===== config.mk =====
export PLATFORM = sky130hd
export DESIGN_NAME = asc_adc_sequence_control
export DESIGN_NICKNAME = d
export VERILOG_FILES = /design/src/pkg/asc_pkg.sv /design/src/core/asc_adc_sequence_control.sv
export SDC_FILE = /design/constraint.sdc
export NUM_CORES = 1
export LEC_CHECK = 0
export BUFFER_PORTS_ARGS = -buffer_cell sky130_fd_sc_hd__buf_2
export CELL_PAD_IN_SITES_DETAIL_PLACEMENT = 2
export CELL_PAD_IN_SITES_GLOBAL_PLACEMENT = 2
export CORE_ASPECT_RATIO = 0.5
export CORE_MARGIN = 8
export CORE_UTILIZATION = 40
export DETAILED_ROUTE_END_ITERATION = 7
export PLACE_DENSITY_LB_ADDON = 0.1
export SYNTH_ARGS = -nofsm -noshare
export SYNTH_HDL_FRONTEND = slang
export SYNTH_SLANG_ARGS = --single-unit

===== constraint.sdc =====
create_clock -name clk_sys_i -period 8.05 [get_ports clk_sys_i]
set_input_delay 0.4025 -clock clk_sys_i [delete_from_list [all_inputs] [get_ports clk_sys_i]]
set_output_delay 0.4025 -clock clk_sys_i [all_outputs]
set_load 0.005 [all_outputs]

===== src/pkg/asc_pkg.sv =====
/*
 * package for the conversion sequencer: register map, field positions,
 * reset values, timing counts, the state enum and the struct that carries the analog core link.
 * assumes a 32-bit avalon-mm slave with byte offsets, one word apart.
 */
package asc_pkg;

    // ****************************************************************
    // register map (byte addresses)
    // ****************************************************************
    localparam logic [7:0] SEQ_CTRL_OFS = 8'h00;
    localparam logic [7:0] STATUS_OFS = 8'h04;
    localparam logic [7:0] TEST_OFS = 8'h08;
    localparam logic [7:0] PORT_OFS = 8'h0c;
    localparam logic [7:0] CONFIG_OFS = 8'h10;
    localparam logic [7:0] RESULT_OFS = 8'h20;
    // result_low_byte of slot 0 sits at printed index 0x71
    localparam logic [7:0] RESULT_LOW_IDX = 8'h71;

    // ****************************************************************
    // fields
    // ****************************************************************
    localparam int CTL_SCAN_BIT = 5;
    localparam int CTL_S8_BIT = 6;
    localparam int CTL_MULTICHANNEL_ENABLE_BIT = 4;
    localparam int STAT_SCF_BIT = 15;
    localparam int STAT_CNT_LSB = 8;
    localparam int TEST_RST_BIT = 10;
    localparam int TEST_OUT_BIT = 11;
    localparam int TEST_SEL_LSB = 12;
    localparam int CFG_PU_BIT = 0;
    localparam int CFG_FFC_BIT = 1;
    localparam int CFG_10B_BIT = 2;

    // ****************************************************************
    // reset values and timing
    // ****************************************************************
    localparam logic [7:0] CTRL_RST = 8'h00;
    localparam logic [2:0] CFG_RST = 3'h0;
    localparam logic [9:0] SAR_RST = 10'h000;
    localparam logic [5:0] CONV_CYC_8B = 6'h12;
    localparam logic [5:0] CONV_CYC_10B = 6'h14;

    typedef enum logic [1:0] {ASC_IDLE, ASC_CONV, ASC_STORE} asc_state_t;

    typedef struct packed {
        logic start;
        logic [3:0] chan;
        logic ten_bit;
    } asc_core_req_t;
endpackage


===== src/core/asc_adc_sequence_control.sv =====
/*
 * conversion sequencer and register file of the eight-input converter.
 * assumes an avalon-mm master and an analog core that returns a 10-bit
 * value with a one-cycle done pulse some cycles after each start pulse.
 */
// Chosen here: the Avalon-MM register port.
// Functional notes
// - any control write clears flags; with power-up set it also aborts and starts a new sequence
// - length bit 0 gives four conversions, 1 gives eight, captured at write
// - scan bit 0 runs once and halts, 1 repeats until rewritten or aborted
// - multichannel 0 converts one input selected by all four select bits
// - multichannel 1 steps through group chosen by upper select bits
// - four-mode groups: 0-3, 4-7, reserved, references; result index low bits
// - eight-mode: top bit 0 inputs 0-7, top bit 1 references in slots 4-7
// - complete flag set at end of single sequence or first scan sequence
// - complete flag cleared by control write, or first result read if fast
// - 3-bit counter shows sequence position and next result register
// - each completion flag sets when its result register is loaded
// - fast clear clears on read; otherwise status read must come first
// - status always readable; flags writable only in special mode
// - test register only in special mode; else reads zero, writes ignored
// - approximation field reads live value, writable in special mode
// - module soft reset restores power-on state except power-up bit
// - four test-select bits pick one of 16 factory test modes
// - digital port returns pin levels; writes ignored
// - results unsigned left-justified over two bytes, read-only, no reset
// - fast-clear bit picks status-then-result or any-access clearing
// - resolution bit selects 8-bit or 10-bit conversions
// - clearing power-up aborts sequence; registers stay accessible
module asc_adc_sequence_control (
    // clock and reset
    input wire logic clk_sys_i,
    input wire logic rst_i,
    // mode strap
    input wire logic special_mode_i,
    // avalon-mm slave
    input wire logic [7:0] avs_address_i,
    input wire logic avs_read_i,
    input wire logic avs_write_i,
    input wire logic [31:0] avs_writedata_i,
    input wire logic [3:0] avs_byteenable_i,
    output logic [31:0] avs_readdata_o,
    output logic avs_waitrequest_o,
    // analog core
    output asc_pkg::asc_core_req_t core_req_o,
    input wire logic core_done_i,
    input wire logic [9:0] core_value_i,
    output logic [9:0] approximation_value_o,
    output logic test_output_mux_o,
    output logic [3:0] factory_test_select_o,
    // pins
    input wire logic [7:0] digital_pin_levels_i
);

    // ****************************************************************
    // sizes
    // ****************************************************************
    // eight result slots; the counter is just wide enough to index them
    localparam int NUM_RESULTS = 8;
    localparam int CNT_W = 3;

    // ****************************************************************
    // state
    // ****************************************************************
    logic [7:0] ctrl_q;
    logic [2:0] cfg_q;
    logic [3:0] tsel_q;
    logic tout_q;
    logic scf_q;
    logic first_seq_q;
    logic [CNT_W-1:0] cnt_q;
    logic [9:0] sar_q;
    // no reset on results: a slot holds junk until its first conversion
    logic [15:0] result_q [NUM_RESULTS];
    asc_pkg::asc_state_t state_q;
    asc_pkg::asc_core_req_t core_req_q;
    logic wait_q;
    logic [31:0] rdata_q;

    // ****************************************************************
    // combinational helpers
    // ****************************************************************
    logic [NUM_RESULTS-1:0] ccf_w;
    logic hit_ctrl;
    logic hit_stat;
    logic hit_test;
    logic hit_port;
    logic hit_cfg;
    logic hit_res;
    logic [CNT_W-1:0] res_idx;
    logic take;
    logic fire_rd;
    logic fire_wr;
    logic wr_ctrl;
    logic wr_cfg;
    logic wr_stat;
    logic wr_test;
    logic soft_rst;
    logic clr;
    logic rd_stat;
    logic res_touch;
    logic pu;
    logic fast;
    logic scan;
    logic go;
    logic halt;
    logic seq_store;
    logic last_conv;
    logic [CNT_W-1:0] last_idx;
    logic [CNT_W-1:0] cnt_next;
    logic [15:0] fmt_value;
    logic [31:0] rd_mux;

    // ****************************************************************
    // channel for one slot of the sequence
    // ****************************************************************
    // the slot index is also the result register index in every mode
    function automatic logic [3:0] chan_of(input logic [7:0] ctrl,
                                           input logic [CNT_W-1:0] idx);
        logic [3:0] chan;
        chan = ctrl[3:0];
        if (ctrl[asc_pkg::CTL_MULTICHANNEL_ENABLE_BIT]) begin
            if (ctrl[asc_pkg::CTL_S8_BIT]) begin
                // top select bit picks inputs or the reference block
                chan = {ctrl[3], idx};
            end else begin
                // group of four from the two upper select bits
                chan = {ctrl[3:2], idx[1:0]};
            end
        end
        return chan;
    endfunction

    // ****************************************************************
    // address decode
    // ****************************************************************
    assign hit_ctrl = avs_address_i == asc_pkg::SEQ_CTRL_OFS;
    assign hit_stat = avs_address_i == asc_pkg::STATUS_OFS;
    assign hit_test = avs_address_i == asc_pkg::TEST_OFS;
    assign hit_port = avs_address_i == asc_pkg::PORT_OFS;
    assign hit_cfg = avs_address_i == asc_pkg::CONFIG_OFS;
    // eight word slots above the result base
    assign hit_res = (avs_address_i[7:5] == asc_pkg::RESULT_OFS[7:5])
        && (avs_address_i[1:0] == 2'h0);
    assign res_idx = avs_address_i[4:2];

    // ****************************************************************
    // bus handshake
    // ****************************************************************
    // first cycle latches read data, second cycle answers
    assign take = (avs_read_i || avs_write_i) && wait_q;
    assign fire_rd = avs_read_i && !wait_q;
    assign fire_wr = avs_write_i && !wait_q;

    always_ff @(posedge clk_sys_i) begin
        if (rst_i) begin
            wait_q <= 1'b1;
        end else begin
            wait_q <= !take;
        end
    end

    // ****************************************************************
    // register events
    // ****************************************************************
    assign wr_ctrl = fire_wr && hit_ctrl && avs_byteenable_i[0];
    assign wr_cfg = fire_wr && hit_cfg && avs_byteenable_i[0];
    assign wr_stat = fire_wr && hit_stat && special_mode_i
        && (&avs_byteenable_i[1:0]);
    assign wr_test = fire_wr && hit_test && special_mode_i
        && (&avs_byteenable_i[1:0]);
    assign soft_rst = wr_test && avs_writedata_i[asc_pkg::TEST_RST_BIT];
    // soft reset clears the block but not the bus handshake
    assign clr = rst_i || soft_rst;
    assign rd_stat = fire_rd && hit_stat;
    // with fast clear any access to a slot counts, else reads only
    assign res_touch = hit_res && (fire_rd || (fire_wr && fast));

    // ****************************************************************
    // mode bits
    // ****************************************************************
    assign pu = cfg_q[asc_pkg::CFG_PU_BIT];
    assign fast = cfg_q[asc_pkg::CFG_FFC_BIT];
    assign scan = ctrl_q[asc_pkg::CTL_SCAN_BIT];
    assign last_idx = ctrl_q[asc_pkg::CTL_S8_BIT] ? 3'h7 : 3'h3;
    assign last_conv = cnt_q == last_idx;
    assign cnt_next = CNT_W'(cnt_q + 3'h1);
    // a powered-down converter takes the write but starts nothing
    assign go = wr_ctrl && pu;
    assign halt = wr_cfg && !avs_writedata_i[asc_pkg::CFG_PU_BIT];
    // an abort in the same cycle wins over a pending store
    assign seq_store = (state_q == asc_pkg::ASC_STORE) && !wr_ctrl && !halt && pu;

    // ****************************************************************
    // control and configuration registers
    // ****************************************************************
    always_ff @(posedge clk_sys_i) begin
        if (clr) begin
            ctrl_q <= asc_pkg::CTRL_RST;
        end else if (wr_ctrl) begin
            ctrl_q <= avs_writedata_i[7:0];
        end
    end

    always_ff @(posedge clk_sys_i) begin
        if (rst_i) begin
            cfg_q <= asc_pkg::CFG_RST;
        end else if (soft_rst) begin
            // power-up survives the module soft reset
            cfg_q <= asc_pkg::CFG_RST;
            cfg_q[asc_pkg::CFG_PU_BIT] <= cfg_q[asc_pkg::CFG_PU_BIT];
        end else if (wr_cfg) begin
            cfg_q <= avs_writedata_i[2:0];
        end
    end

    // ****************************************************************
    // factory test bits
    // ****************************************************************
    always_ff @(posedge clk_sys_i) begin
        if (clr) begin
            tout_q <= 1'b0;
            tsel_q <= 4'h0;
        end else if (wr_test) begin
            tout_q <= avs_writedata_i[asc_pkg::TEST_OUT_BIT];
            tsel_q <= avs_writedata_i[asc_pkg::TEST_SEL_LSB +: 4];
        end
    end

    // ****************************************************************
    // sequencer
    // ****************************************************************
    always_ff @(posedge clk_sys_i) begin
        if (clr) begin
            state_q <= asc_pkg::ASC_IDLE;
            cnt_q <= '0;
            first_seq_q <= 1'b0;
            core_req_q <= '0;
        end else begin
            core_req_q.start <= 1'b0;
            if (go) begin
                // abort whatever runs and restart from slot zero
                state_q <= asc_pkg::ASC_CONV;
                cnt_q <= '0;
                first_seq_q <= 1'b1;
                core_req_q.start <= 1'b1;
                core_req_q.chan <= chan_of(avs_writedata_i[7:0], 3'h0);
                core_req_q.ten_bit <= cfg_q[asc_pkg::CFG_10B_BIT];
            end else if (halt || !pu) begin
                state_q <= asc_pkg::ASC_IDLE;
            end else begin
                unique case (state_q)
                    asc_pkg::ASC_IDLE: begin
                        state_q <= asc_pkg::ASC_IDLE;
                    end
                    asc_pkg::ASC_CONV: begin
                        if (core_done_i) begin
                            state_q <= asc_pkg::ASC_STORE;
                        end
                    end
                    asc_pkg::ASC_STORE: begin
                        core_req_q.ten_bit <= cfg_q[asc_pkg::CFG_10B_BIT];
                        if (last_conv) begin
                            cnt_q <= '0;
                            first_seq_q <= 1'b0;
                            if (scan) begin
                                state_q <= asc_pkg::ASC_CONV;
                                core_req_q.start <= 1'b1;
                                core_req_q.chan <= chan_of(ctrl_q, 3'h0);
                            end else begin
                                state_q <= asc_pkg::ASC_IDLE;
                            end
                        end else begin
                            cnt_q <= cnt_next;
                            state_q <= asc_pkg::ASC_CONV;
                            core_req_q.start <= 1'b1;
                            core_req_q.chan <= chan_of(ctrl_q, cnt_next);
                        end
                    end
                    default: begin
                        state_q <= asc_pkg::ASC_IDLE;
                    end
                endcase
            end
        end
    end

    // ****************************************************************
    // approximation value
    // ****************************************************************
    always_ff @(posedge clk_sys_i) begin
        if (clr) begin
            sar_q <= asc_pkg::SAR_RST;
        end else if (wr_test) begin
            sar_q <= avs_writedata_i[9:0];
        end else if (state_q == asc_pkg::ASC_CONV && core_done_i) begin
            sar_q <= core_value_i;
        end
    end

    // ****************************************************************
    // results
    // ****************************************************************
    // left-justified; 8-bit results leave the low byte at zero
    always_comb begin
        if (core_req_q.ten_bit) begin
            fmt_value = {sar_q, 6'h00};
        end else begin
            fmt_value = {sar_q[9:2], 8'h00};
        end
    end

    always_ff @(posedge clk_sys_i) begin
        if (seq_store) begin
            result_q[cnt_q] <= fmt_value;
        end
    end

    // ****************************************************************
    // sequence complete flag
    // ****************************************************************
    always_ff @(posedge clk_sys_i) begin
        if (clr) begin
            scf_q <= 1'b0;
        end else if (seq_store && last_conv && first_seq_q) begin
            // scan mode sets it after the first pass only
            scf_q <= 1'b1;
        end else if (wr_ctrl) begin
            scf_q <= 1'b0;
        end else if (wr_stat) begin
            scf_q <= avs_writedata_i[asc_pkg::STAT_SCF_BIT];
        end else if (fast && res_touch && res_idx == 3'h0) begin
            scf_q <= 1'b0;
        end
    end

    // ****************************************************************
    // completion flags, one per result slot
    // ****************************************************************
    // a status read arms only the flags already set at that time,
    // so a result landing afterwards still needs its own status read
    for (genvar i = 0; i < NUM_RESULTS; i++) begin : g_flag
        logic ccf_bit_q;
        logic armed_q;
        logic hit_me;
        assign hit_me = res_touch && (res_idx == CNT_W'(i));
        assign ccf_w[i] = ccf_bit_q;

        always_ff @(posedge clk_sys_i) begin
            if (clr) begin
                ccf_bit_q <= 1'b0;
            end else if (seq_store && cnt_q == CNT_W'(i)) begin
                ccf_bit_q <= 1'b1;
            end else if (wr_ctrl) begin
                ccf_bit_q <= 1'b0;
            end else if (wr_stat) begin
                ccf_bit_q <= avs_writedata_i[i];
            end else if (hit_me && (fast || armed_q)) begin
                ccf_bit_q <= 1'b0;
            end
        end

        always_ff @(posedge clk_sys_i) begin
            if (clr) begin
                armed_q <= 1'b0;
            end else if (wr_ctrl || hit_me) begin
                armed_q <= 1'b0;
            end else if (rd_stat) begin
                armed_q <= ccf_bit_q;
            end
        end
    end

    // ****************************************************************
    // read data
    // ****************************************************************
    always_comb begin
        rd_mux = '0;
        if (hit_ctrl) begin
            rd_mux[7:0] = ctrl_q;
        end else if (hit_stat) begin
            rd_mux[asc_pkg::STAT_SCF_BIT] = scf_q;
            rd_mux[asc_pkg::STAT_CNT_LSB +: CNT_W] = cnt_q;
            rd_mux[7:0] = ccf_w;
        end else if (hit_test && special_mode_i) begin
            // normal mode reads the test word as zero
            rd_mux[9:0] = sar_q;
            rd_mux[asc_pkg::TEST_OUT_BIT] = tout_q;
            rd_mux[asc_pkg::TEST_SEL_LSB +: 4] = tsel_q;
        end else if (hit_port) begin
            rd_mux[7:0] = digital_pin_levels_i;
        end else if (hit_cfg) begin
            rd_mux[2:0] = cfg_q;
        end else if (hit_res) begin
            rd_mux[15:0] = result_q[res_idx];
        end
    end

    always_ff @(posedge clk_sys_i) begin
        if (rst_i) begin
            rdata_q <= '0;
        end else if (take) begin
            rdata_q <= rd_mux;
        end
    end

    // ****************************************************************
    // outputs
    // ****************************************************************
    assign avs_readdata_o = rdata_q;
    assign avs_waitrequest_o = wait_q;
    assign core_req_o = core_req_q;
    assign approximation_value_o = sar_q;
    assign test_output_mux_o = tout_q;
    assign factory_test_select_o = tsel_q;
endmodule // asc_adc_sequence_control


==> flow_metrics.tcl, run 1 <==
set metrics [dict create \
    outcome "completed" \
    p_leak_nw 3.13 \
    ant_nets 0 \
    post-route-drc-count 0 \
    clock_latency_ps 430 \
    ys_top_cells_by_count "edfxtp_1, dfxtp_1, nand2_1" \
    wl_per_cell_um 26.6 \
    gp_congestion 0.820 \
    rr_worst_depth 5 \
    grt_pass1_wl_um 37200 \
    yosysMostFrequentCell "edfxtp_1" \
    root_buffer "clkbuf_16" \
    synth_area_leaders "edfxtp_1, dfxtp_1, mux4_2" \
    synth_cell_types 68 \
    core_area_um2 17400 \
    rows 34 \
    cts_buffer_depth 2 \
    post-cts-setup-buffers 0 \
    cts_sinks 152 \
    worst_ep_arrival_time_ps 3900 \
    rrSetupSlack_ps 4830 \
    setup_violations 0 \
    maxCapViolCount 0 \
    max_stage_delay_ps 1020 \
    grt.overflow.total 0 \
    yosysSeqAreaShare_pct 53.9 \
    cp.depth 7 \
    dieArea_um2 22600 \
    power_density_nw_per_um2 216 \
    dieHeight_um 110 \
    synth_ff_type "edfxtp_1" \
    finalClockSkew_ps 11.8 \
    critPathTopFamily "simple AND/OR/NAND/NOR gates" \
    cts_tree "built" \
    r2r_start "avs_waitrequest_o" \
    cts_resized 0 \
    synth_edf_count 80 \
    period_share_pct 44.5 \
    finalWorstSetupSlack_ps 4470 \
    worst_setup_path_end_kind "flip-flop" \
    yosysTopAreaCell "edfxtp_1" \
    hpwl_um 17400 \
    r2r-end "result_q[7][11]" \
    antenna_found_initial 0 \
    multiInputGateArea_um2 2950 \
    fillers 1792 \
    via_count 5479 \
    report.final.slew_viol_count 0 \
    max_freq_ghz 0.279 \
    nNetsFinal 772 \
    setup.worst_path.start_class "input pin" \
    synth_area_per_cell_um2 11.3 \
    period_minus_slack_ps 3580 \
    critical_path.cell_chain "buf_2, buf_4, nor2b_1, and4_1, nand3_1, mux2i_1, nor2_1" \
    area_delta_synth_final_pct 15.6 \
    endpoint "factory_test_select_o[3]" \
    hold_buffers 0 \
    ir_worst_vdd_uv 160 \
    critPathLaunch "avs_address_i[3]" \
    grt_pass1_vias 5966 \
    tightest_slew_ps 1220 \
    viasPerCell 5.82 \
    clkTransAtPathRegs_ps 70 \
    report.final.hold_viol_count 0 \
    cp.required_ps 8360 \
    drt_iter0_markers 223 \
    regArea_um2 3840 \
    die_w_um 205 \
    pre_cts_ws_ps 4100 \
    slew_headroom_pct 18.8 \
    synth_seq_cells 152 \
    numCtsBuffers 17 \
    drt-total-wl_um 25100 \
    worst-path-buf-inv 2 \
    start_util_pct 41.0 \
    crit_fanout 39 \
    yosysTopAreaCellShare_pct 33.7 \
    synth_cells 628 \
    io-pin-count 122 \
    tns_ps 0 \
    htree_levels 4 \
    cp_slowest_cell "nand3_1" \
    syn-cell-area_um2 7130 \
    drive_above_1_share_pct 22.9 \
    ys_warn_count 0 \
    path_class "input pin to flip-flop" \
    grt_max_degree 40 \
    diodes 0 \
    min_path_type "input pin to flip-flop" \
    async_flop_share_pct 0 \
    gr-usage-all-layers_pct 22.5 \
    rsz0062_at_grt "no" \
    firstDrtPassIters 5 \
    port_buffers 87 \
]
==> metrics by stage <==
stage	utilization [%]	hold slack, ps	total power [mW]	instances	cell area (um2)
finish	47.4	215	1.78	942	8240
global route	47.4	217	1.83	942	8240
CTS	47.4	205	1.79	942	8240
detailed placement	43.7	453	0.918	910	7610
global placement	43.7	443	0.917	910	7610
floorplan	-	448	0.883	643	7180
==> metal layers <==
layer / GRT usage (%) / share of wire, %
met1: 29.0 / 44
met2: 38.3 / 48
met3: 4.73 / 5.8
met4: 6.08 / 1.4
met5: 0 / 0
==> cells by family (layout without fill, tap and decap cells) <==
logic type                 count (synthesis)  count (layout)  synth area share (%)
and+or+nand+nor                          200             200                  13.9
buffers and inverters                     69             134                  5.39
other                                      1              16                0.0526
AOI/OAI and AO/OA                        137             137                  13.3
xor gates and xnor gates                   1               1                 0.123
DFF                                      152             152                  53.9
adders and majority gates                  9               9                  1.58
muxes                                     59              59                  11.7
==> layout by cell type, fill, tap and decap left out, types with 5 or more instances in the layout <==
cell type and n:
ha_1 9, inv_6 5, a211oi_1 8, nor3_1 15, o22ai_1 6, buf_2 87, mux2i_1 36, nor2_1 56
nand3_1 25, dfxtp_1 72, o211ai_1 6, a32oi_1 8, buf_4 7, conb_1 16, mux4_2 19, a311oi_1 10
o21ai_0 35, edfxtp_1 80, or3_1 5, nand2_1 63, clkbuf_16 17, inv_1 8, a21oi_1 25, a31oi_1 6
==> tightest hold or removal path, cell delays in order <==
cell,delay [ps]
buf_2,80
mux2i_1,50
nor2_1,80
==> where the power goes <==
| part | switching, mW | internal (mW) |
|---|---|---|
| Combinational | 0.0606 | 0.0302 |
| Sequential | 0.00205 | 0.809 |
| Clock | 0.373 | 0.505 |
| Total | 0.435 | 1.34 |
==> worst min-delay path by stage <==
stage	slack, ps	to	from	depth (start not counted)
3_3_place_gp	440	avs_readdata_o[11]	avs_readdata_o[11]	2
6_report	220	test_output_mux_o	avs_writedata_i[11]	3
3_5_place_dp	450	avs_readdata_o[13]	avs_readdata_o[13]	2
5_1_grt	220	test_output_mux_o	avs_writedata_i[11]	3
4_1_cts	210	test_output_mux_o	avs_writedata_i[11]	3
2_1_floorplan	450	avs_readdata_o[10]	avs_readdata_o[10]	2
==> area by class of cell <==
type	count	area share (%)
sequential	152	46.6
multi-input combinational	422	35.8
timing repair buffer	94	5.92
clock buffer	18	5.21
tap	234	3.55
clock inverter	14	2.46
inverter	8	0.364
==> sequential cells by signal (all words and copies together) (netlist names), 2 cells and up <==
register,count
result_q,80
avs_readdata_o,16
approximation_value_o,10
ctrl_q,8
g_flag.armed_q,8
g_flag.ccf_bit_q,8
core_req_o,6
factory_test_select_o,4
cfg_q,3
cnt_q,3
state_q,2
Note: power is estimated with default switching activity, not from simulation.
==> inputs of run 2 (changes only) <==
Settings changed: CORE_UTILIZATION 40 to 33.
Clock period 8.05 ns to 3.25 ns, I/O delays scaled along.
==> run 2 against run 1 <==
  * Combinational power increased to 2.6 times the previous value
  * Critical endpoint is now result_q[0][9]
  * Sequential share of layout area decreased by 1.2 points
  * Utilization shrank 7.9 points
  * Critical path type is now flip-flop to flip-flop
  * Largest cell class unchanged
==> flow_metrics.tcl, run 2 (synthesis results as in run 1) <==
set metrics [dict create \
    regMostFlops "result_q" \
    hold_buffers 9 \
    wl_per_cell_um 24.5 \
    ant_nets 0 \
    worst_setup_path_end_kind "flip-flop" \
    largest_reg_flops 80 \
    finalInstanceArea_um2 8450 \
    met2_usage_pct 31.3 \
    p_sw_share_pct 25.0 \
    port_buffers 87 \
    tightest_slew_ps 724 \
    p_leak_nw 3.20 \
    power.switching_mw 1.05 \
    max_freq_ghz 0.383 \
    p_int_mw 3.16 \
    gr-usage-all-layers_pct 19.1 \
    via_count 5430 \
    grt.overflow.total 0 \
    maxCapViolCount 0 \
    rsz0062_at_grt "no" \
    final_cell_mix "buf_2, edfxtp_1, dfxtp_1, nand2_1, nor2_1" \
    diodes 0 \
    grt-busiest-layer "met2" \
    drt_iter0_markers 310 \
    crit_fanout 10 \
    gp_congestion 0.799 \
    tns_ps 0 \
    grt_pass1_vias 5920 \
    pre_cts_ws_ps 728 \
    antenna_found_initial 0 \
    outcome "completed" \
    ir_worst_vdd_uv 393 \
    htree_levels 4 \
    grt_max_degree 31 \
    power_frac_clock_pct 46.7 \
    report.final.hold_viol_count 0 \
    die_w_um 224 \
    start_util_pct 33.2 \
    dieArea_um2 26800 \
    dieHeight_um 120 \
    period_share_pct 80.4 \
    root_buffer "clkbuf_16" \
    setup_violations 0 \
    finalClockSkew_ps 8.36 \
    post-route-drc-count 0 \
    power_frac_comb_pct 5.5 \
    post-cts-setup-buffers 0 \
    cts_tree "built" \
    nNetsFinal 795 \
    finalWorstSetupSlack_ps 638 \
    cts_sinks 152 \
    grt_pass1_wl_um 38100 \
    drive_above_1_share_pct 23.9 \
    clock_latency_ps 440 \
    fillers 2265 \
    placed_area_um2 7800 \
    power_density_nw_per_um2 498 \
    cp.required_ps 3380 \
    min_path_type "input pin to flip-flop" \
    p_total_mw 4.21 \
    cts_buffer_depth 2 \
    viasPerCell 5.27 \
    final_common_cell "buf_2" \
    numCtsBuffers 17 \
    report.final.slew_viol_count 0 \
    io-pin-count 122 \
    grtUsageMet1_pct 25.8 \
    hpwl_um 18000 \
    area_delta_synth_final_pct 18.6 \
    drt-total-wl_um 25200 \
    core_area_um2 21400 \
    setup.worst_path.start_class "flip-flop" \
    worst_ep_arrival_time_ps 2740 \
    path_class "flip-flop to flip-flop" \
    slew_headroom_pct 51.3 \
    period_minus_slack_ps 2610 \
    firstDrtPassIters 4 \
    grtUsageMet3_pct 3.92 \
    rows 38 \
    fin_util_pct 39.4 \
    sequentialPowerShare_pct 47.8 \
    clkTransAtPathRegs_ps 70 \
    cts_resized 0 \
]
## run 2: cell types whose count changed in the layout (fill, tap and decap cells not counted), moves of 2 or more
| cell | delta |
|---|---|
| bufinv_16 | -2 |
| inv_8 | -2 |
| buf_4 | +14 |
| clkinvlp_4 | +3 |
| clkinv_1 | +2 |
| dlygate4sd3_1 | +9 |
## run 2: power by group through the flow
stage | clock network [mW] | logic (mW) | registers, mW
6_report | 1.97 | 0.233 | 2.01
5_1_grt | 2.09 | 0.253 | 2.01
4_1_cts | 2.01 | 0.233 | 2.01
3_5_place_dp | 0 | 0.225 | 2.05
3_3_place_gp | 0 | 0.224 | 2.05
2_1_floorplan | 0 | 0.134 | 2.05
## run 2: metrics by stage
stage,cells,hold WS (ps)
global route,1031,21.4
global placement,990,394
detailed placement,990,413
CTS,1031,9.96
floorplan,643,282
finish,1031,28.1
## run 2: path summary, 6_finish.rpt
check,startpoint,end,slack (ps),cells after the start
min reg2reg,avs_readdata_o[13],avs_readdata_o[13],470,2
max reg2reg,avs_waitrequest_o,result_q[0][9],640,7
min,core_value_i[4],approximation_value_o[4],30,3
max,avs_waitrequest_o,result_q[0][9],640,7
## run 2: final cells by class
type | instances | area (um2) | share of cell area (%)
flip-flops and latches | 152 | 3840 | 45.5
multi-input cells | 422 | 2950 | 34.9
clock inverters | 15 | 143 | 1.69
clock buffers | 17 | 425 | 5.03
well taps | 300 | 375 | 4.44
repair buffers | 117 | 683 | 8.08
inverters | 8 | 30.0 | 0.355
## run 2: critical path: stages (launching register included)
cell and delay (ps):
dfxtp_1 530, and3b_1 370, and4_1 380, a21oi_2 200
buf_4 160, nand2_1 180, nor3_1 210, buf_4 260
## run 2: routing by layer
metal / wire (um) / part of all wire [%]
met2: 11900 / 47
met1: 11900 / 47
met5: 0 / 0
met4: 300 / 1.2
met3: 1090 / 4.3
